`config.mk`:
```
export PLATFORM = sky130hd
export DESIGN_NAME = microword_field_decoder
export DESIGN_NICKNAME = d
export VERILOG_FILES = /design/src/logic/ufield_pkg.sv /design/src/logic/branch_modifier.sv /design/src/logic/microword_field_decoder.sv
export SDC_FILE = /design/constraint.sdc
export NUM_CORES = 1
export LEC_CHECK = 0
export BUFFER_PORTS_ARGS = -buffer_cell sky130_fd_sc_hd__buf_4
export CELL_PAD_IN_SITES_DETAIL_PLACEMENT = 1
export CELL_PAD_IN_SITES_GLOBAL_PLACEMENT = 2
export CORE_ASPECT_RATIO = 1.25
export CORE_MARGIN = 2
export CORE_UTILIZATION = 20
export CTS_CLUSTER_DIAMETER = 200
export DETAILED_ROUTE_END_ITERATION = 7
export GPL_TIMING_DRIVEN = 0
export PLACE_DENSITY = 0.92
export SETUP_SLACK_MARGIN = 0.3
export SLEW_MARGIN = 20
export SYNTH_ARGS = -nofsm -noshare
export SYNTH_HDL_FRONTEND = slang
export SYNTH_SLANG_ARGS = --single-unit
```
`constraint.sdc`:
```
create_clock -name sys_clk -period 3.05 [get_ports sys_clk]
set_clock_uncertainty 0.05 [all_clocks]
set_input_delay 0.1525 -clock sys_clk [delete_from_list [all_inputs] [get_ports sys_clk]]
set_output_delay 0.1525 -clock sys_clk [all_outputs]
set_load 0.005 [all_outputs]
```
`src/logic/ufield_pkg.sv`:
```
// constants for the low-order microword field decoder
package ufield_pkg;
    // ------------------------------------------------------------
    // microword field positions
    // ------------------------------------------------------------
    localparam int WORD_W = 25;
    localparam int NXT_LSB = 0;
    localparam int NXT_W = 8;
    localparam int IMM_LSB = 9;
    localparam int IMM_W = 4;
    localparam int SEL_IMM_BIT = 13;
    localparam int SEL_BA_BIT = 14;
    localparam int SEL_DST_BIT = 15;
    localparam int SEL_SRC_BIT = 16;
    localparam int BRT_LSB = 17;
    localparam int BRT_W = 5;
    localparam int OPT_BRT_W = 4;
    localparam int BAM_BIT = 22;
    localparam int DMX_LSB = 23;
    localparam int DMX_W = 2;
    localparam int UADDR_W = 9;
    localparam int GREG_W = 4;
    localparam int IR_DST_LSB = 0;
    localparam int IR_SRC_LSB = 6;
    localparam int IR_FLD_W = 3;
    localparam int IR_W = 16;

    // ------------------------------------------------------------
    // data mux source encoding
    // ------------------------------------------------------------
    typedef enum logic [1:0] {
        DMX_D_STRAIGHT = 2'h0,
        DMX_READ_BUS = 2'h1,
        DMX_D_SHIFT_R = 2'h2,
        DMX_SYS_BUS = 2'h3
    } data_mux_t;

    // ------------------------------------------------------------
    // register map (byte addresses)
    // ------------------------------------------------------------
    localparam int AV_ADDR_W = 4;
    localparam logic [3:0] CTRL_OFS = 4'h0;
    localparam logic [3:0] STAT_OFS = 4'h4;
    localparam logic [3:0] WORD_OFS = 4'h8;
    localparam int CTRL_BANK_BIT = 0;
    localparam int CTRL_HOLD_BIT = 1;
    localparam logic [1:0] CTRL_RST = 2'h0;
    localparam int STAT_UADDR_LSB = 0;
    localparam int STAT_GREG_LSB = 12;
    localparam int STAT_GVALID_BIT = 16;
    localparam int STAT_TAKEN_BIT = 17;
    localparam int STAT_BAM_BIT = 18;
    localparam int STAT_DMX_LSB = 20;
    localparam logic [8:0] UADDR_RST = 9'h000;
endpackage

```
`src/logic/branch_modifier.sv`:
```
// next-address modifier for one microbranch test field
`timescale 1ns/10ps
module branch_modifier #(
    parameter int ADDR_W = 8,
    parameter int SEL_W = 5
) (
    input wire logic [SEL_W-1:0] testSel,
    input wire logic [(1<<SEL_W)-1:0] conds,
    input wire logic [ADDR_W-1:0] orMask,
    input wire logic [ADDR_W-1:0] baseAddr,
    output logic [ADDR_W-1:0] modAddr,
    output logic taken
);
    // test code zero means no test; a met condition forces mask bits to one
    assign taken = (testSel != '0) && conds[testSel];
    assign modAddr = taken ? (baseAddr | orMask) : baseAddr;
endmodule

```
`src/logic/microword_field_decoder.sv`:
```
// decoder for microword bits 24..0 with bank select and avalon registers
//
// The register offsets and register access over Avalon-MM were decided locally.
`timescale 1ns/10ps
module microword_field_decoder #(
    parameter int NXT_BITS = 8,
    parameter int BR_SEL_W = 5,
    parameter int OPT_SEL_W = 4
) (
    input wire logic sys_clk,
    input wire logic reset_n,
    input wire logic [ufield_pkg::WORD_W-1:0] baseWord,
    input wire logic [ufield_pkg::WORD_W-1:0] optWord,
    input wire logic [OPT_SEL_W-1:0] optBranchField,
    input wire logic [(1<<BR_SEL_W)-1:0] branchConds,
    input wire logic [(1<<OPT_SEL_W)-1:0] optBranchConds,
    input wire logic [NXT_BITS-1:0] branchOrMask,
    input wire logic [ufield_pkg::IR_W-1:0] instructionReg,
    input wire logic [ufield_pkg::GREG_W-1:0] busAddrLow,
    input wire logic uStep,
    input wire logic optEnter,
    input wire logic optExit,
    input wire logic [ufield_pkg::AV_ADDR_W-1:0] avs_address,
    input wire logic avs_read,
    input wire logic avs_write,
    input wire logic [31:0] avs_writedata,
    output logic [31:0] avs_readdata,
    output logic avs_waitrequest,
    output logic [ufield_pkg::UADDR_W-1:0] nextUAddr,
    output logic baseRomEnable,
    output logic optRomEnable,
    output logic [ufield_pkg::GREG_W-1:0] regAddr,
    output logic regAddrValid,
    output logic busAddrMuxSel,
    output logic [ufield_pkg::DMX_W-1:0] dataMuxSel,
    output logic branchTaken
);
    import ufield_pkg::*;

    // ------------------------------------------------------------
    // bank select flip-flop and control register
    // ------------------------------------------------------------
    logic romBankSelect_r;
    logic hold_r;
    logic ackPend_r;
    logic busReq;
    logic wrTake;
    logic [31:0] readdata_r;

    assign busReq = avs_read | avs_write;
    assign wrTake = avs_write & ackPend_r;

    // hardware entry sets the bit; a clearing event in the same cycle loses
    always_ff @(posedge sys_clk) begin
        if (!reset_n) begin
            romBankSelect_r <= CTRL_RST[CTRL_BANK_BIT];
        end else if (optEnter) begin
            romBankSelect_r <= 1'b1;
        end else if (wrTake && avs_address == CTRL_OFS) begin
            romBankSelect_r <= avs_writedata[CTRL_BANK_BIT];
        end else if (optExit) begin
            romBankSelect_r <= 1'b0;
        end
    end

    always_ff @(posedge sys_clk) begin
        if (!reset_n) begin
            hold_r <= CTRL_RST[CTRL_HOLD_BIT];
        end else if (wrTake && avs_address == CTRL_OFS) begin
            hold_r <= avs_writedata[CTRL_HOLD_BIT];
        end
    end

    assign baseRomEnable = ~romBankSelect_r;
    assign optRomEnable = romBankSelect_r;

    // ------------------------------------------------------------
    // active word: disabled base store reads as all low
    // ------------------------------------------------------------
    logic [WORD_W-1:0] activeWord;
    assign activeWord = (romBankSelect_r ? '0 : baseWord)
        | (romBankSelect_r ? optWord : '0);

    // ------------------------------------------------------------
    // field extraction
    // ------------------------------------------------------------
    logic [NXT_BITS-1:0] nextAddrField;
    logic [GREG_W-1:0] immRegField;
    logic selImmReg;
    logic selBusaddrReg;
    logic selDestReg;
    logic selSrcReg;
    logic [BR_SEL_W-1:0] branchTestField;
    logic busaddrMuxSel;
    logic [DMX_W-1:0] dataMuxField;

    assign nextAddrField = activeWord[NXT_LSB +: NXT_BITS];
    assign immRegField = activeWord[IMM_LSB +: IMM_W];
    assign selImmReg = activeWord[SEL_IMM_BIT];
    assign selBusaddrReg = activeWord[SEL_BA_BIT];
    assign selDestReg = activeWord[SEL_DST_BIT];
    assign selSrcReg = activeWord[SEL_SRC_BIT];
    assign branchTestField = activeWord[BRT_LSB +: BR_SEL_W];
    assign busaddrMuxSel = activeWord[BAM_BIT];
    assign dataMuxField = activeWord[DMX_LSB +: DMX_W];

    // ------------------------------------------------------------
    // branch modification of the next address
    // ------------------------------------------------------------
    logic [NXT_BITS-1:0] baseModAddr;
    logic [NXT_BITS-1:0] optModAddr;
    logic baseTaken;
    logic optTaken;
    logic [NXT_BITS-1:0] modAddr;
    logic takenNow;

    branch_modifier #(
        .ADDR_W(NXT_BITS),
        .SEL_W(BR_SEL_W)
    ) baseBranch (
        .testSel(branchTestField),
        .conds(branchConds),
        .orMask(branchOrMask),
        .baseAddr(nextAddrField),
        .modAddr(baseModAddr),
        .taken(baseTaken)
    );

    branch_modifier #(
        .ADDR_W(NXT_BITS),
        .SEL_W(OPT_SEL_W)
    ) optBranch (
        .testSel(optBranchField),
        .conds(optBranchConds),
        .orMask(branchOrMask),
        .baseAddr(nextAddrField),
        .modAddr(optModAddr),
        .taken(optTaken)
    );

    // option mode ignores the base branch field entirely
    assign modAddr = romBankSelect_r ? optModAddr : baseModAddr;
    assign takenNow = romBankSelect_r ? optTaken : baseTaken;

    // ------------------------------------------------------------
    // general register address select, immediate first
    // ------------------------------------------------------------
    logic [GREG_W-1:0] regAddrNxt;
    logic regValidNxt;

    always_comb begin
        regAddrNxt = '0;
        regValidNxt = 1'b1;
        if (selImmReg) begin
            regAddrNxt = immRegField;
        end else if (selBusaddrReg) begin
            regAddrNxt = busAddrLow;
        end else if (selDestReg) begin
            regAddrNxt = {1'b0, instructionReg[IR_DST_LSB +: IR_FLD_W]};
        end else if (selSrcReg) begin
            regAddrNxt = {1'b0, instructionReg[IR_SRC_LSB +: IR_FLD_W]};
        end else begin
            regValidNxt = 1'b0;
        end
    end

    // ------------------------------------------------------------
    // latched decode outputs, advanced once per microstep while the hold bit is clear
    // ------------------------------------------------------------
    logic stepGo;
    logic [UADDR_W-1:0] nextUAddr_r;
    logic [GREG_W-1:0] regAddr_r;
    logic regAddrValid_r;
    logic busAddrMuxSel_r;
    logic [DMX_W-1:0] dataMuxSel_r;
    logic branchTaken_r;

    assign stepGo = uStep & ~hold_r;

    always_ff @(posedge sys_clk) begin
        if (!reset_n) begin
            nextUAddr_r <= UADDR_RST;
            branchTaken_r <= 1'b0;
        end else if (stepGo) begin
            nextUAddr_r <= {romBankSelect_r, modAddr};
            branchTaken_r <= takenNow;
        end
    end

    always_ff @(posedge sys_clk) begin
        if (!reset_n) begin
            regAddr_r <= '0;
            regAddrValid_r <= 1'b0;
        end else if (stepGo) begin
            regAddr_r <= regAddrNxt;
            regAddrValid_r <= regValidNxt;
        end
    end

    always_ff @(posedge sys_clk) begin
        if (!reset_n) begin
            busAddrMuxSel_r <= 1'b0;
            dataMuxSel_r <= DMX_D_STRAIGHT;
        end else if (stepGo) begin
            busAddrMuxSel_r <= busaddrMuxSel;
            dataMuxSel_r <= dataMuxField;
        end
    end

    assign nextUAddr = nextUAddr_r;
    assign regAddr = regAddr_r;
    assign regAddrValid = regAddrValid_r;
    assign busAddrMuxSel = busAddrMuxSel_r;
    assign dataMuxSel = dataMuxSel_r;
    assign branchTaken = branchTaken_r;

    // ------------------------------------------------------------
    // avalon slave: one wait state on every access
    // ------------------------------------------------------------
    logic [31:0] readMux;

    always_comb begin
        readMux = 32'h0000_0000;
        unique case (avs_address)
            CTRL_OFS: begin
                readMux[CTRL_BANK_BIT] = romBankSelect_r;
                readMux[CTRL_HOLD_BIT] = hold_r;
            end
            STAT_OFS: begin
                readMux[STAT_UADDR_LSB +: UADDR_W] = nextUAddr_r;
                readMux[STAT_GREG_LSB +: GREG_W] = regAddr_r;
                readMux[STAT_GVALID_BIT] = regAddrValid_r;
                readMux[STAT_TAKEN_BIT] = branchTaken_r;
                readMux[STAT_BAM_BIT] = busAddrMuxSel_r;
                readMux[STAT_DMX_LSB +: DMX_W] = dataMuxSel_r;
            end
            WORD_OFS: begin
                readMux[WORD_W-1:0] = activeWord;
            end
            default: begin
                readMux = 32'h0000_0000;
            end
        endcase
    end

    always_ff @(posedge sys_clk) begin
        if (!reset_n) begin
            ackPend_r <= 1'b0;
        end else begin
            ackPend_r <= busReq & ~ackPend_r;
        end
    end

    always_ff @(posedge sys_clk) begin
        if (!reset_n) begin
            readdata_r <= 32'h0000_0000;
        end else if (avs_read && !ackPend_r) begin
            readdata_r <= readMux;
        end
    end

    assign avs_waitrequest = busReq & ~ackPend_r;
    assign avs_readdata = readdata_r;
endmodule

```
# Word level (Yosys, flattened, before mapping)
# Index checks and enable logic that the tools add are counted.
# op_classes
n_lt_le_gt_ge,2
eq_ne,2
mux,28
n_bitwise,9
reduce_logical,9
# op_table
cell,count
$mux W25,2
$pmux W7 S2,2
$or A25 B25 Y25,1
$mux W8,3
$mux W3,4
$mux W1,11
$mux W4,2
$or A8 B8 Y8,1
$lt A5 B6 Y1 const B,1
$pmux W2 S3,1
$bmux W1 S5,1
$lt A4 B5 Y1 const B,1
$reduce_bool A5 Y1,1
$bmux W1 S4,1
$eq A4 B3 Y1 const B,1
$eq A4 B4 Y1 const B,1
$logic_and A1 B1 Y1,4
$logic_not A4 Y1,1
$pmux W2 S2,1
$reduce_bool A4 Y1,1
$and A1 B1 Y1,3
$not A1 Y1,3
$reduce_bool A3 Y1,1
$logic_not A1 Y1,1
$or A1 B1 Y1,1
# word_totals
ff_bits,46
in_bits,173
out_inout_bits,53
elab_cells,60

# Depth between registers and ports, before layout
# Gate-level depths: netlist (run 1).
# logic_depth
word_depth,7
mapped_depth,10
depth_no_buf,6

# Cells and area by module
# From an unflattened synthesis (run 1), not the netlist that was laid out.
# unflattened
cells_unflattened,355
area_unflattened_um2,3296.9
# by_module_without_submodules
module,n_inst,cells_per_inst,area_each_um2,seq_area_each_um2
microword_field_decoder,1,259,2491.1,920.9
branch_modifier (baseBranch),1,58,490.5,0.0
branch_modifier (optBranch),1,38,315.3,0.0

# Worst setup path after synthesis (run 1)
# No wires, ideal clock.
# synth_path
path_kind,reg2reg
start,register romBankSelect_r (netlist: optRomEnable)
end,register nextUAddr_r[2] (netlist: nextUAddr[2])
setup_time_ps,137
arrival_time_ps,2162
required_ps,2863
slack_ps,701
stages_incl_launch_ff,8
n_path_buf,1
period_less_slack_ps,2349
cell_sequence,dfxtp_1 > buf_2 > mux2i_4 > mux2_2 > a221oi_1 > nor4b_1 > o41ai_4 > o22ai_1
# synth_via
elab_chain_cells,7
word_cells_on_any_way,11
classes_between,mux: 7; bitwise: 2; reduce/logical: 2
# synth_rtl
item,line_no,text
"start, declared",microword_field_decoder.sv:43,logic romBankSelect_r;
"start signal, assigned",microword_field_decoder.sv:56,romBankSelect_r <= CTRL_RST[CTRL_BANK_BIT];
"start signal, assigned",microword_field_decoder.sv:60,romBankSelect_r <= avs_writedata[CTRL_BANK_BIT];
"$mux W25, on equally long branches","microword_field_decoder.sv:81, microword_field_decoder.sv:82",
$or A25 B25 Y25,microword_field_decoder.sv:82,| (romBankSelect_r ? optWord : '0);
$bmux W1 S5,branch_modifier.sv:15,assign taken = (testSel != '0) && conds[testSel];
$mux W1 (implied by the code),branch_modifier.sv:15,
$logic_and A1 B1 Y1,branch_modifier.sv:15,
$mux W8,branch_modifier.sv:16,assign modAddr = taken ? (baseAddr | orMask) : baseAddr;
$mux W8 (*),microword_field_decoder.sv:142,assign modAddr = romBankSelect_r ? optModAddr : baseModAddr;
"end signal, assigned",microword_field_decoder.sv:185,"nextUAddr_r <= {romBankSelect_r, modAddr};"
"end, declared",microword_field_decoder.sv:171,logic [UADDR_W-1:0] nextUAddr_r;
# Mark *: on every way between the ends. The rest lies on a longest branch, timed or not. The select of a mux whose other input is x is not followed.
# A chain may end at the register's enable or synchronous reset.

# Final worst setup path (run 1)
# layout_path
start,register romBankSelect_r (netlist: optRomEnable)
end,register nextUAddr_r[7] (netlist: nextUAddr[7])
# The elaborated chain is that of the path after synthesis.

==> impl_summary.log, run 1 <==
[metrics] root buffer selected by CTS: sky130_fd_sc_hd__clkbuf_16
[metrics] Core Area: 13750 um^2
[metrics] final routed wire length divided by cell count: about 19 um
[metrics] clock latency at the later pin of the worst-skew pair: 290 ps
[metrics] Synth Instances: 330
[metrics] async set-or-reset flop fraction in the synthesized netlist: 0
[metrics] final setup TNS: 0 ps
[metrics] max-capacitance violation count: 0
[metrics] Via-to-Cell Ratio: 5.007
[metrics] # DRC: 0
[metrics] most frequent cells after synthesis: sky130_fd_sc_hd__nor2_1, sky130_fd_sc_hd__dfxtp_1, sky130_fd_sc_hd__o21ai_0
[metrics] number of hold-repair buffers added at the cts stage: 0
[metrics] relative slew slack: 0.5248
[metrics] final layout net count: approximately 690
[metrics] yosys synthesis warning count: 0
[metrics] R2R setup slack: 500 ps
[metrics] number of storage elements in the synthesis netlist: 46
[metrics] Achievable Freq: 392.1 MHz
[metrics] overall via count from detail_route: approximately 3500
[metrics] setup slack at placement: 129.8 ps
[metrics] CP bufs+invs: 2
[metrics] drt pass-1 iters: 5
[metrics] top-area cell type share of the netlist area: 0.3290
[metrics] total wirelength of the detailed-routed design: 13.02 mm
[metrics] sum of met2 wire segment lengths after detailed routing: 6.872 mm
[metrics] number of antenna violations at the first check in global routing: 0
[metrics] setup-violating endpoint count in the final report: 0
[metrics] maximum number of pins on one net before global-route repair: 14
[metrics] post-layout min period: 2550 ps
[metrics] post-CTS clock slew at the launch and capture registers of the worst setup and hold paths: ~70 ps
[metrics] die width: 109.8 um
[metrics] initial cell density of the core: 0.2035
[metrics] share of synthesized area occupied by flip-flops and latches: 0.3290
[metrics] number of unique standard cell types used by synthesis: 45
[metrics] RSZ-0062 raised after global routing: false
[metrics] area occupied by registers: 920.9 um^2
[metrics] HPWL after detailed placement: 10.38 mm
[metrics] final number of max-transition violations: 0
[metrics] leakage power summed over all cells: 0.001984 uW
[metrics] area grow syn2layout: 62.45%
[metrics] actual transition at the worst max-transition pin: between 700 and 800 ps
[metrics] Post-synth top flop: sky130_fd_sc_hd__dfxtp_1
[metrics] crit path kind: reg2reg
[metrics] number of levels in the clock H-tree: 2
[metrics] cell area power density: 386.4 nW/um^2
[metrics] Top delay family on crit path: multiplexers
[metrics] Worst Setup Slack, final: 499.9 ps
[metrics] total number of clock tree sinks: 46
[metrics] post-synthesis cell type with the largest combined area: sky130_fd_sc_hd__dfxtp_1
[metrics] count of routing violations after the opening detailed-route iteration: 216
[metrics] worst endpoint data arrival time: between 2000 and 3000 ps
[metrics] required arrival time at the worst endpoint: 3210 ps
[metrics] Final ANT Viol Nets: 0
[metrics] Worst Path Max Fanout: 9
[metrics] global placer's final weighted congestion: 0.8153
[metrics] DIE AREA: 14960 um^2
[metrics] wire length of the first global-routing pass: 18.86 mm
[metrics] average size of a mapped cell: 8.482 um^2
[metrics] diode insertion count for antenna repair: 0
[metrics] Core Rows: 48
[metrics] top layer reached by signal wires: met4
[metrics] total of buffers placed on input and output ports: 173
[metrics] clock buffers created by TritonCTS: 5
[metrics] vias in the first global route: ~3700
[metrics] WL met3: 1.117 mm
[metrics] total area of multi-input combinational cells: 1734 um^2
[metrics] placed inst area: ~4300 um^2
[metrics] maximum count of clock buffers along a single path: 2
[metrics] Hold Path Class: in2reg
[metrics] Slowest cell on crit path: sky130_fd_sc_hd__mux4_2
[metrics] fraction of final layout cells with drive strength greater than 1: 0.4327
[metrics] non-filler cells in the finished layout: 695
[metrics] status: finished clean
[metrics] number of flops mapped to enable cells by yosys: 0
[metrics] sort of element at the end of the critical path: register
[metrics] VDD IR max: 0.2420 mV
[metrics] global route total overflow: 0
[metrics] total track usage: 0.1658
[metrics] Die Height: around 140 um
[metrics] Setup crit start kind: register
[metrics] Filler Cells Inserted: 1636
[metrics] delay contributed by the slowest stage of the critical path: about 480 ps
[metrics] final clock period utilization by the worst path: 0.8361
[metrics] combined area of all synthesized cells: 2799 um^2
[metrics] ordered list of cells on the worst path: buf_2 > mux2_2 > mux2i_1 > mux4_2 > a211oi_2 > o41ai_4 > buf_12 > o22ai_1
[metrics] ports placed on the boundary: 226
[metrics] TritonCTS clock tree: built
[metrics] Final Hold Viols: 0
[metrics] placed instance count: slightly below 700
[metrics] largest cells by area after synthesis: sky130_fd_sc_hd__dfxtp_1, sky130_fd_sc_hd__nor2_1, sky130_fd_sc_hd__mux2_2, sky130_fd_sc_hd__a222oi_1, sky130_fd_sc_hd__mux4_2
[metrics] detailed-routing wirelength on met1: 4.807 mm
[metrics] utilization of the core after routing: 0.3306
[metrics] Final Cell Area: 4547 um^2
[metrics] most repeated cell in the gate-level netlist after synthesis: sky130_fd_sc_hd__nor2_1
==> through the flow <==
step	hold WS (ps)	power [uW]
2_1_floorplan	232.0	881.6
3_3_place_gp	348.7	1131
3_5_place_dp	365.2	1146
4_1_cts	60.54	1776
5_1_grt	68.42	1848
6_report	66.06	1757
==> worst register-to-register path, delay by kind of cell, from the launching register on <==
kind            cells  cell delay (ps)
buf+inv             2              370
compound gates      3              640
flops               1              320
mux                 3             1100
==> area by class of cell <==
class | instances | area share
multi-input combinational | 252 | 0.3814
timing repair buffer | 176 | 0.2933
sequential | 46 | 0.2025
tap | 175 | 0.04816
buffer | 31 | 0.03302
clock buffer | 7 | 0.02917
clock inverter | 1 | 0.006604
inverter | 7 | 0.005779
==> report_power, final <==
part | internal, uW | total (uW) | leakage (uW) | switching [uW]
Sequential | 631 | 658 | 0.000376 | 27.4
Combinational | 261 | 486 | 0.00153 | 225
Clock | 388 | 613 | 0.0000781 | 225
==> logic make-up (layout without fill, tap and decap cells) <==
group,Yosys count,after routing,synth area share
flops,46,46,0.3290
mux,38,38,0.1801
compound gates,101,101,0.2535
buf+inv,38,222,0.06168
simple gates,106,106,0.1743
other cells,1,7,0.001340
==> what timing repair did <==
item                                    CTS  global route
endpoints found under the setup margin   23            24
resized for setup                         2             3
buffers inserted                          1             2
pin swaps                                 1             0
==> worst paths after layout <==
path / from / to / depth (start not counted)
max: optRomEnable / nextUAddr[7] / 8
min: optEnter / optRomEnable / 3
max reg2reg: optRomEnable / nextUAddr[7] / 8
min reg2reg: regAddr[0] / regAddr[0] / 2
==> per-layer routing <==
metal / global-route usage / up-vias
met1: 0.1763 / 1674
li1: - / 1611
met3: 0.04458 / 21
met4: 0.04008 / 0
met5: 0 / -
met2: 0.3166 / 174
==> sequential cells by signal, indices dropped and copies added, names as in the netlist <==
name           flops
nextUAddr          9
branchTaken        1
dataMuxSel         2
regAddr            4
hold_r             1
optRomEnable       1
busAddrMuxSel      1
regAddrValid       1
avs_readdata      25
ackPend_r          1
==> cell usage in the layout (no fill, tap or decap), drive strengths merged, types with 2 or more instances in the layout <==
cell    count
mux2       16
mux4        7
a211oi      6
nand2      22
nand3       2
a222oi     16
o211ai      5
buf       188
nor2       48
nor3       11
inv         7
a22oi       7
clkbuf     26
o22ai       9
conb        7
a21oi      17
nor2b       6
nor4        6
o32ai       2
mux2i      15
o41ai       2
a21o        3
o21ai      28
dfxtp      46
nand2b      6
(Power assumes the default switching activity.)
==> run 2, diff against run 1 <==
- CORE_UTILIZATION: 20 -> 18
- PLACE_DENSITY: 0.92 -> 0.88
- clock period: 3.05 -> 2.2 ns (I/O delays scaled with it)
==> run 2 against run 1 <==
- the flow now finishes with violations (setup timing)
- wire length grew 4.7%
- final cell count is 5.8% higher
- via count fell by 0.57%
- critical path depth unchanged
- power up 40%
- clock-buffer cell count is the same
- sequential cell count unchanged
- first-iteration DRC count fell by 27%
- clock power up 29%
- utilization shrank 0.84 points
- register-to-register slack got worse by 670 ps
- critical path type unchanged
- largest power group unchanged
==> impl_summary.log, run 2 (synthesis results as in run 1) <==
[metrics] hold path endpoint: optRomEnable (unchanged)
[metrics] clock buffers created by TritonCTS: 5 (unchanged)
[metrics] setup slack at placement: -531.3 ps (was 129.8 ps)
[metrics] post-CTS clock slew at the launch and capture registers of the worst setup and hold paths: 70 ps (about the same)
[metrics] clock latency at the later pin of the worst-skew pair: 290 ps (about the same)
[metrics] initial cell density of the core: 0.1856 (was 0.2035)
[metrics] CP bufs+invs: 2 (unchanged)
[metrics] Hold Path Class: in2reg (unchanged)
[metrics] number of levels in the clock H-tree: 2 (unchanged)
[metrics] Achievable Freq: 422.5 MHz (was 392.1 MHz)
[metrics] final routed wire length divided by cell count: 18.55 um (was 18.73 um)
[metrics] total of buffers placed on input and output ports: 173 (unchanged)
[metrics] terminus of the critical flop-to-flop path: nextUAddr[4] (was nextUAddr[7])
[metrics] delay contributed by the slowest stage of the critical path: 520 ps (was 480 ps)
[metrics] Core Area: 15080 um^2 (was 13750 um^2)
[metrics] maximum count of clock buffers along a single path: 2 (unchanged)
[metrics] # DRC: 0 (unchanged)
[metrics] total number of clock tree sinks: 46 (unchanged)
[metrics] count of routing violations after the opening detailed-route iteration: 157 (was 216)
[metrics] Final ANT Viol Nets: 0 (unchanged)
[metrics] sort of element at the end of the critical path: register (unchanged)
[metrics] VDD IR max: 0.2627 mV (was 0.2420 mV)
[metrics] fraction of final layout cells with drive strength greater than 1: 0.4915 (was 0.4327)
[metrics] total wirelength of the detailed-routed design: 13.63 mm (was 13.02 mm)
[metrics] maximum number of pins on one net before global-route repair: 15 (was 14)
[metrics] drt pass-1 iters: 6 (was 5)
[metrics] commonest cells after routing, fill and taps aside: sky130_fd_sc_hd__buf_4, sky130_fd_sc_hd__nor2_1, sky130_fd_sc_hd__dfxtp_1 (unchanged)
[metrics] Setup crit start kind: register (unchanged)
[metrics] global placer's final weighted congestion: 0.7844 (was 0.8153)
[metrics] area grow syn2layout: 73.54% (was 62.45%)
[metrics] ordered list of cells on the worst path: buf_6 > mux2_4 > mux2i_1 > mux4_2 > a211oi_4 > o41ai_4 > buf_12 > o22ai_2 (was buf_2 > mux2_2 > mux2i_1 > mux4_2 > a211oi_2 > o41ai_4 > buf_12 > o22ai_1)
[metrics] max-capacitance violation count: 0 (unchanged)
[metrics] vias in the first global route: 3755 (was 3689)
[metrics] startpoint of the lowest-slack hold path: optEnter (unchanged)
[metrics] Tot Pwr: 2453 uW (was 1757 uW)
[metrics] root buffer selected by CTS: sky130_fd_sc_hd__clkbuf_16 (unchanged)
[metrics] final layout net count: 699 (was 692)
[metrics] R2R depth: 8 (unchanged)
[metrics] Reg2Reg Launch Point: optRomEnable (unchanged)
[metrics] HPWL after detailed placement: 10.59 mm (was 10.38 mm)
[metrics] TritonCTS clock tree: built (unchanged)
[metrics] diode insertion count for antenna repair: 0 (unchanged)
[metrics] actual transition at the worst max-transition pin: 673.6 ps (was 712.7 ps)
[metrics] DIE AREA: 16570 um^2 (was 14960 um^2)
[metrics] overall via count from detail_route: 3460 (was 3480)
[metrics] number of hold-repair buffers added at the cts stage: 0 (unchanged)
[metrics] leakage power summed over all cells: 0.002087 uW (was 0.001984 uW)
[metrics] detailed-routing wirelength on met1: 5.066 mm (was 4.807 mm)
[metrics] Worst Setup Slack, final: -166.7 ps (was 499.9 ps)
[metrics] relative slew slack: 0.5509 (was 0.5248)
[metrics] Top delay family on crit path: multiplexers (unchanged)
[metrics] Via-to-Cell Ratio: 4.707 (was 5.007)
[metrics] total track usage: 0.1588 (was 0.1658)
[metrics] WL met3: 1.027 mm (was 1.117 mm)
[metrics] Worst Path Max Fanout: 9 (unchanged)
[metrics] leading cell type in the layout, fill and taps excluded: sky130_fd_sc_hd__buf_4 (unchanged)
[metrics] setup-violating endpoint count in the final report: 11 (was 0)
[metrics] top layer reached by signal wires: met4 (unchanged)
[metrics] post-layout min period: 2367 ps (was 2550 ps)
[metrics] required arrival time at the worst endpoint: 2360 ps (was 3210 ps)
[metrics] worst endpoint data arrival time: 2530 ps (was 2710 ps)
[metrics] final number of max-transition violations: 0 (unchanged)
[metrics] wire length of the first global-routing pass: 20.08 mm (was 18.86 mm)
[metrics] final clock period utilization by the worst path: 1.076 (was 0.8361)
[metrics] cell area power density: 504.9 nW/um^2 (was 386.4 nW/um^2)
[metrics] flip-flop count of the largest register after layout: 25 (unchanged)
[metrics] global route total overflow: 0 (unchanged)
[metrics] utilization of the core after routing: 0.3222 (was 0.3306)
[metrics] sum of met2 wire segment lengths after detailed routing: 7.340 mm (was 6.872 mm)
[metrics] Die Height: 143.4 um (was 136.3 um)
[metrics] Final Hold Viols: 0 (unchanged)
[metrics] status: finished, violations left (was finished clean)
[metrics] violations in the final reports: setup timing
[metrics] Slowest cell on crit path: sky130_fd_sc_hd__mux4_2 (unchanged)
[metrics] RSZ-0062 raised after global routing: true (was false)
[metrics] R2R setup slack: -170 ps (was 500 ps)
[metrics] number of stages on the worst hold path: 3 (unchanged)
[metrics] Core Rows: 50 (was 48)
[metrics] ports placed on the boundary: 226 (unchanged)
[metrics] number of antenna violations at the first check in global routing: 0 (unchanged)
[metrics] die width: 115.5 um (was 109.8 um)
[metrics] crit path kind: reg2reg (unchanged)
-- run 2: cell count changes in the layout (fill, tap and decap cells not counted), moves of 3 or more --
cell                       before  now
sky130_fd_sc_hd__mux2i_1       14    7
sky130_fd_sc_hd__clkbuf_1      19   13
sky130_fd_sc_hd__buf_4        182  187
sky130_fd_sc_hd__mux2i_2        0    5
sky130_fd_sc_hd__buf_2          4    0
sky130_fd_sc_hd__buf_8          0    4
sky130_fd_sc_hd__buf_6          0    3
sky130_fd_sc_hd__mux2_2        15   12
sky130_fd_sc_hd__mux2_4         1    4
sky130_fd_sc_hd__o22ai_1        9    6
sky130_fd_sc_hd__o22ai_2        0    3
-- run 2: how the worst max path moves through the flow --
| stage | startpoint | endpoint | cells after the start |
|---|---|---|---|
| floorplan | optRomEnable | nextUAddr[2] | 7 |
| global placement | optRomEnable | nextUAddr[3] | 8 |
| detailed placement | optRomEnable | nextUAddr[4] | 8 |
| CTS | optRomEnable | nextUAddr[4] | 8 |
| global route | optRomEnable | nextUAddr[4] | 8 |
| finish | optRomEnable | nextUAddr[4] | 8 |
-- run 2: final cells by class --
class,count,area (um^2)
Fill cell,1775,10220
Clock inverter,1,8.758
Inverter,7,30.03
Timing Repair Buffer,183,1405
Multi-Input combinational cell,252,1867
Sequential cell,46,923.4
Tap cell,208,260.3
Clock buffer,7,142.6
Buffer,31,220.2
-- run 2: power breakdown --
group          switching [uW]  leakage (uW)  total, uW  internal, uW
Sequential               38.2      0.000377        913           875
Combinational             340       0.00164        749           409
Clock                     333     0.0000745        791           457
-- run 2: per-stage QoR --
stage	instances	area, um^2	hold WS [ps]	TNS [ps]
floorplan	336	2865	181.9	-100.7
global placement	717	4424	309.1	-9835
detailed placement	717	4424	310.5	-11330
CTS	732	4721	6.858	-2071
global route	735	4857	6.888	-2328
finish	735	4857	10.87	-1254
-- run 2: timing repair --
item / 4_1_cts / 5_1_grt
pin swaps: 3 / 4
setup endpoints to repair: 43 / 43
gates resized for setup: 22 / 27
buffers inserted: 6 / 3
cloned: 1 / 0
-- run 2: layer usage --
layer  GRT usage  up-vias
met2      0.3081      144
met1      0.1682     1677
met5           0        -
met4     0.03932        0
li1            -     1622
met3     0.03922       17
-- run 2: worst reg2reg max path, cell delays in order (launching register included) --
cell                       delay, ps
sky130_fd_sc_hd__dfxtp_2         330
sky130_fd_sc_hd__buf_6           130
sky130_fd_sc_hd__mux2_4          360
sky130_fd_sc_hd__mux2i_1         130
sky130_fd_sc_hd__mux4_2          520
sky130_fd_sc_hd__a211oi_4        330
sky130_fd_sc_hd__o41ai_4         100
sky130_fd_sc_hd__buf_12          170
sky130_fd_sc_hd__o22ai_2         170
==> run 3, diff against run 2 <==
- CORE_UTILIZATION: 18 -> 20
- PLACE_DENSITY: 0.88 -> 0.87
- SYNTH_HIERARCHICAL: default -> 1
==> run 3 against run 2 <==
- the run still ends with setup timing left
- global-route usage is 0.28 points higher
- area after synthesis is 18% higher
- non-clock buffer count up 5
- sequential power fell by 0.5%
- hold slack better by 40 ps
- critical path depth rose by 4
- sequential cell count stayed put
- largest cell class unchanged
- largest power group unchanged
==> impl_summary.log, run 3 <==
[metrics] relative slew slack: 0.4772 (was 0.5509)
[metrics] drt pass-1 iters: 4 (was 6)
[metrics] cell area power density: 483.7 nW/um^2 (was 504.9 nW/um^2)
[metrics] required arrival time at the worst endpoint: 2300 ps (was 2360 ps)
[metrics] actual transition at the worst max-transition pin: 784.2 ps (was 673.6 ps)
[metrics] maximum count of clock buffers along a single path: 2 (unchanged)
[metrics] Synth Instances: 355 (was 330)
[metrics] Final Hold Viols: 0 (unchanged)
[metrics] total of buffers placed on input and output ports: 172 (was 173)
[metrics] Worst Path Max Fanout: 9 (unchanged)
[metrics] overall via count from detail_route: 3674 (was 3460)
[metrics] leading cell type in the layout, fill and taps excluded: sky130_fd_sc_hd__buf_4 (unchanged)
[metrics] top-area cell type share of the netlist area: 0.2793 (was 0.3290)
[metrics] startpoint of the lowest-slack hold path: avs_writedata[1] (was optEnter)
[metrics] maximum number of pins on one net before global-route repair: 14 (was 15)
[metrics] total track usage: 0.1616 (was 0.1588)
[metrics] HPWL after detailed placement: 11.66 mm (was 10.59 mm)
[metrics] crit path kind: reg2reg (unchanged)
[metrics] ordered list of cells on the worst path: buf_12 > buf_12 > mux2_4 > buf_8 > buf_4 > mux4_1 > or2b_1 > buf_6 > a21oi_2 > a41oi_1 > mux2i_1 > a211oi_2 (was buf_6 > mux2_4 > mux2i_1 > mux4_2 > a211oi_4 > o41ai_4 > buf_12 > o22ai_2)
[metrics] synthesized-area fraction occupied by xor and xnor cells: 0 (unchanged)
[metrics] hold path endpoint: hold_r (was optRomEnable)
[metrics] area grow syn2layout: 60.19% (was 73.54%)
[metrics] yosys synthesis warning count: 6 (was 0)
[metrics] max-capacitance violation count: 0 (unchanged)
[metrics] R2R depth: 12 (was 8)
[metrics] final layout net count: 726 (was 699)
[metrics] Setup crit start kind: register (unchanged)
[metrics] post-synthesis compound-gate area fraction: 0.2380 (was 0.2535)
[metrics] Via-to-Cell Ratio: 4.771 (was 4.707)
[metrics] post-CTS clock slew at the launch and capture registers of the worst setup and hold paths: 60 ps (was 70 ps)
[metrics] CP dominant cell by count: sky130_fd_sc_hd__buf_12
[metrics] largest cells by area after synthesis: sky130_fd_sc_hd__dfxtp_1, sky130_fd_sc_hd__mux2i_1, sky130_fd_sc_hd__mux2_2, sky130_fd_sc_hd__nor2b_1, sky130_fd_sc_hd__a222oi_1 (was sky130_fd_sc_hd__dfxtp_1, sky130_fd_sc_hd__nor2_1, sky130_fd_sc_hd__mux2_2, sky130_fd_sc_hd__a222oi_1, sky130_fd_sc_hd__mux4_2)
[metrics] violations in the final reports: setup timing (unchanged)
[metrics] global placer's final weighted congestion: 0.8281 (was 0.7844)
[metrics] final number of max-transition violations: 0 (unchanged)
[metrics] Core Rows: 52 (was 50)
[metrics] ports placed on the boundary: 226 (unchanged)
[metrics] final routed wire length divided by cell count: 18.73 um (was 18.55 um)
[metrics] async set-or-reset flop fraction in the synthesized netlist: 0 (unchanged)
[metrics] commonest cells after routing, fill and taps aside: sky130_fd_sc_hd__buf_4, sky130_fd_sc_hd__dfxtp_1, sky130_fd_sc_hd__nor2_1 (was sky130_fd_sc_hd__buf_4, sky130_fd_sc_hd__nor2_1, sky130_fd_sc_hd__dfxtp_1)
[metrics] global route total overflow: 0 (unchanged)
[metrics] most frequent cells after synthesis: sky130_fd_sc_hd__dfxtp_1, sky130_fd_sc_hd__nor2_1, sky130_fd_sc_hd__mux2i_1 (was sky130_fd_sc_hd__nor2_1, sky130_fd_sc_hd__dfxtp_1, sky130_fd_sc_hd__o21ai_0)
[metrics] terminus of the critical flop-to-flop path: nextUAddr[3] (was nextUAddr[4])
[metrics] non-filler cells in the finished layout: 770 (was 735)
[metrics] Worst Setup Slack, final: -361.1 ps (was -166.7 ps)
[metrics] worst endpoint data arrival time: 2660 ps (was 2530 ps)
[metrics] total wirelength of the detailed-routed design: 14.42 mm (was 13.63 mm)
[metrics] Final ANT Viol Nets: 0 (unchanged)
[metrics] count of routing violations after the opening detailed-route iteration: 237 (was 157)
[metrics] share of synthesized area occupied by flip-flops and latches: 0.2793 (was 0.3290)
[metrics] Hold Path Class: in2reg (unchanged)
[metrics] number of antenna violations at the first check in global routing: 0 (unchanged)
[metrics] setup-violating endpoint count in the final report: 9 (was 11)
[metrics] post-synthesis cell type with the largest combined area: sky130_fd_sc_hd__dfxtp_1 (unchanged)
[metrics] arithmetic-cell share of the synthesized area counting full adders, half adders and majority gates: 0 (unchanged)
[metrics] Slowest cell on crit path: sky130_fd_sc_hd__dfxtp_2 (was sky130_fd_sc_hd__mux4_2)
[metrics] leakage power summed over all cells: 0.002283 uW (was 0.002087 uW)
[metrics] number of levels in the clock H-tree: 2 (unchanged)
[metrics] R2R setup slack: -360 ps (was -170 ps)
[metrics] Post-synth top flop: sky130_fd_sc_hd__dfxtp_1 (unchanged)
[metrics] VDD IR max: 0.2475 mV (was 0.2627 mV)
[metrics] average size of a mapped cell: 9.287 um^2 (was 8.482 um^2)
[metrics] Core Area: 16140 um^2 (was 15080 um^2)
[metrics] placed instance count: 749 (was 717)
[metrics] fraction of synthesized area in multiplexers: 0.1962 (was 0.1802)
[metrics] sort of element at the end of the critical path: register (unchanged)
[metrics] final setup TNS: -2951 ps (was -1254 ps)
[metrics] most repeated cell in the gate-level netlist after synthesis: sky130_fd_sc_hd__dfxtp_1 (was sky130_fd_sc_hd__nor2_1)
[metrics] root buffer selected by CTS: sky130_fd_sc_hd__clkbuf_16 (unchanged)
[metrics] clock latency at the later pin of the worst-skew pair: 290 ps (about the same)
[metrics] RSZ-0062 raised after global routing: true (unchanged)
[metrics] clock buffers created by TritonCTS: 5 (unchanged)
[metrics] TritonCTS clock tree: built (unchanged)
[metrics] total number of clock tree sinks: 46 (unchanged)
[metrics] diode insertion count for antenna repair: 0 (unchanged)
[metrics] delay contributed by the slowest stage of the critical path: 330 ps (was 520 ps)
[metrics] initial cell density of the core: 0.2043 (was 0.1856)
[metrics] number of storage elements in the synthesis netlist: 46 (unchanged)
[metrics] die width: 118.8 um (was 115.5 um)
[metrics] Achievable Freq: 390.5 MHz (was 422.5 MHz)
[metrics] basic-gate share of the synthesized area counting and, or, nand and nor cells: 0.2042 (was 0.1743)
[metrics] wire length of the first global-routing pass: 22.40 mm (was 20.08 mm)
[metrics] Reg2Reg Launch Point: optRomEnable (unchanged)
[metrics] # DRC: 0 (unchanged)
[metrics] DIE AREA: 17530 um^2 (was 16570 um^2)
[metrics] main combinational cell family by area after synthesis: compound AO/OA/AOI/OAI gates (unchanged)
[metrics] final clock period utilization by the worst path: 1.164 (was 1.076)
[metrics] number of stages on the worst hold path: 3 (unchanged)
[metrics] post-layout min period: 2561 ps (was 2367 ps)
[metrics] number of flops mapped to enable cells by yosys: 0 (unchanged)
[metrics] combined area of all synthesized cells: 3297 um^2 (was 2799 um^2)
[metrics] Filler Cells Inserted: 1931 (was 1775)
[metrics] vias in the first global route: 4105 (was 3755)
[metrics] number of unique standard cell types used by synthesis: 60 (was 45)
[metrics] flip-flop count of the largest register after layout: 25 (unchanged)
[metrics] status: finished, violations left (unchanged)
[metrics] Die Height: 147.5 um (was 143.4 um)
[metrics] fraction of final layout cells with drive strength greater than 1: 0.4838 (was 0.4915)
==> run 3: stage by stage <==
stage	util	total power, uW	setup slack [ps]	hold slack (ps)	area, um^2
after detailed placement	0.3040	1727	-635.4	294.9	4906
after global routing	0.3273	2680	-484.0	69.87	5281
after global placement	0.3040	1706	-547.3	276.5	4906
after CTS	0.3199	2542	-329.1	55.04	5161
final	0.3273	2554	-361.1	51.12	5281
after floorplan	-	1341	-201.5	183.7	3344
==> run 3: layout make-up <==
class                           instances  area, um^2  share of cell area
Clock inverter                          1       5.005           0.0009476
Clock buffer                            7       142.6             0.02701
Inverter                                4       15.01            0.002843
Timing Repair Buffer                  185        1395              0.2642
Tap cell                              216       270.3             0.05117
Buffer                                 34       296.5             0.05615
Sequential cell                        46       922.1              0.1746
Multi-Input combinational cell        277        2235              0.4231
==> run 3: cell families (layout without fill, tap and decap cells) <==
group,count (synthesis),in the layout
DFF,46,46
muxes,54,54
and+or+nand+nor,120,120
buffers and inverters,38,231
other,1,7
AOI/OAI and AO/OA,96,96
==> run 3: worst max-delay path, delay by kind of cell, from the launching register on <==
family	cells	cell delay, ps
mux	3	780
simple gates	1	260
compound gates	3	340
buf+inv	5	680
flops	1	330
==> run 3: worst max path at each step <==
stage	startpoint	to	slack [ps]	depth (start not counted)
finish	optRomEnable	nextUAddr[3]	-360	12
global route	optRomEnable	nextUAddr[3]	-480	12
global placement	optRomEnable	nextUAddr[5]	-550	10
CTS	optRomEnable	nextUAddr[3]	-330	11
floorplan	optRomEnable	nextUAddr[2]	-200	10
detailed placement	optRomEnable	nextUAddr[3]	-640	10
==> run 3: power breakdown <==
part	leakage, uW	internal, uW	switching (uW)
clock network	0.0000739	451	321
logic	0.00183	474	400
registers	0.000377	873	35.3
total	0.00228	1800	756
==> run 3: what timing repair did <==
| action | in CTS | in global routing |
|---|---|---|
| pin swaps | 2 | 3 |
| endpoints found under the hold margin | 1 | 0 |
| setup buffers | 7 | 4 |
| hold buffers | 1 | 0 |
| gates cloned | 1 | 0 |
| setup endpoints to repair | 9 | 13 |
| resized for setup | 9 | 19 |
==> run 3: metal layers <==
layer  part of all wire  vias up  track usage
li1                   -     1752            -
met1               0.37     1763       0.1687
met2               0.53      136       0.3072
met3              0.067       23      0.04360
met4              0.028        0      0.05774
met5                  0        -            0
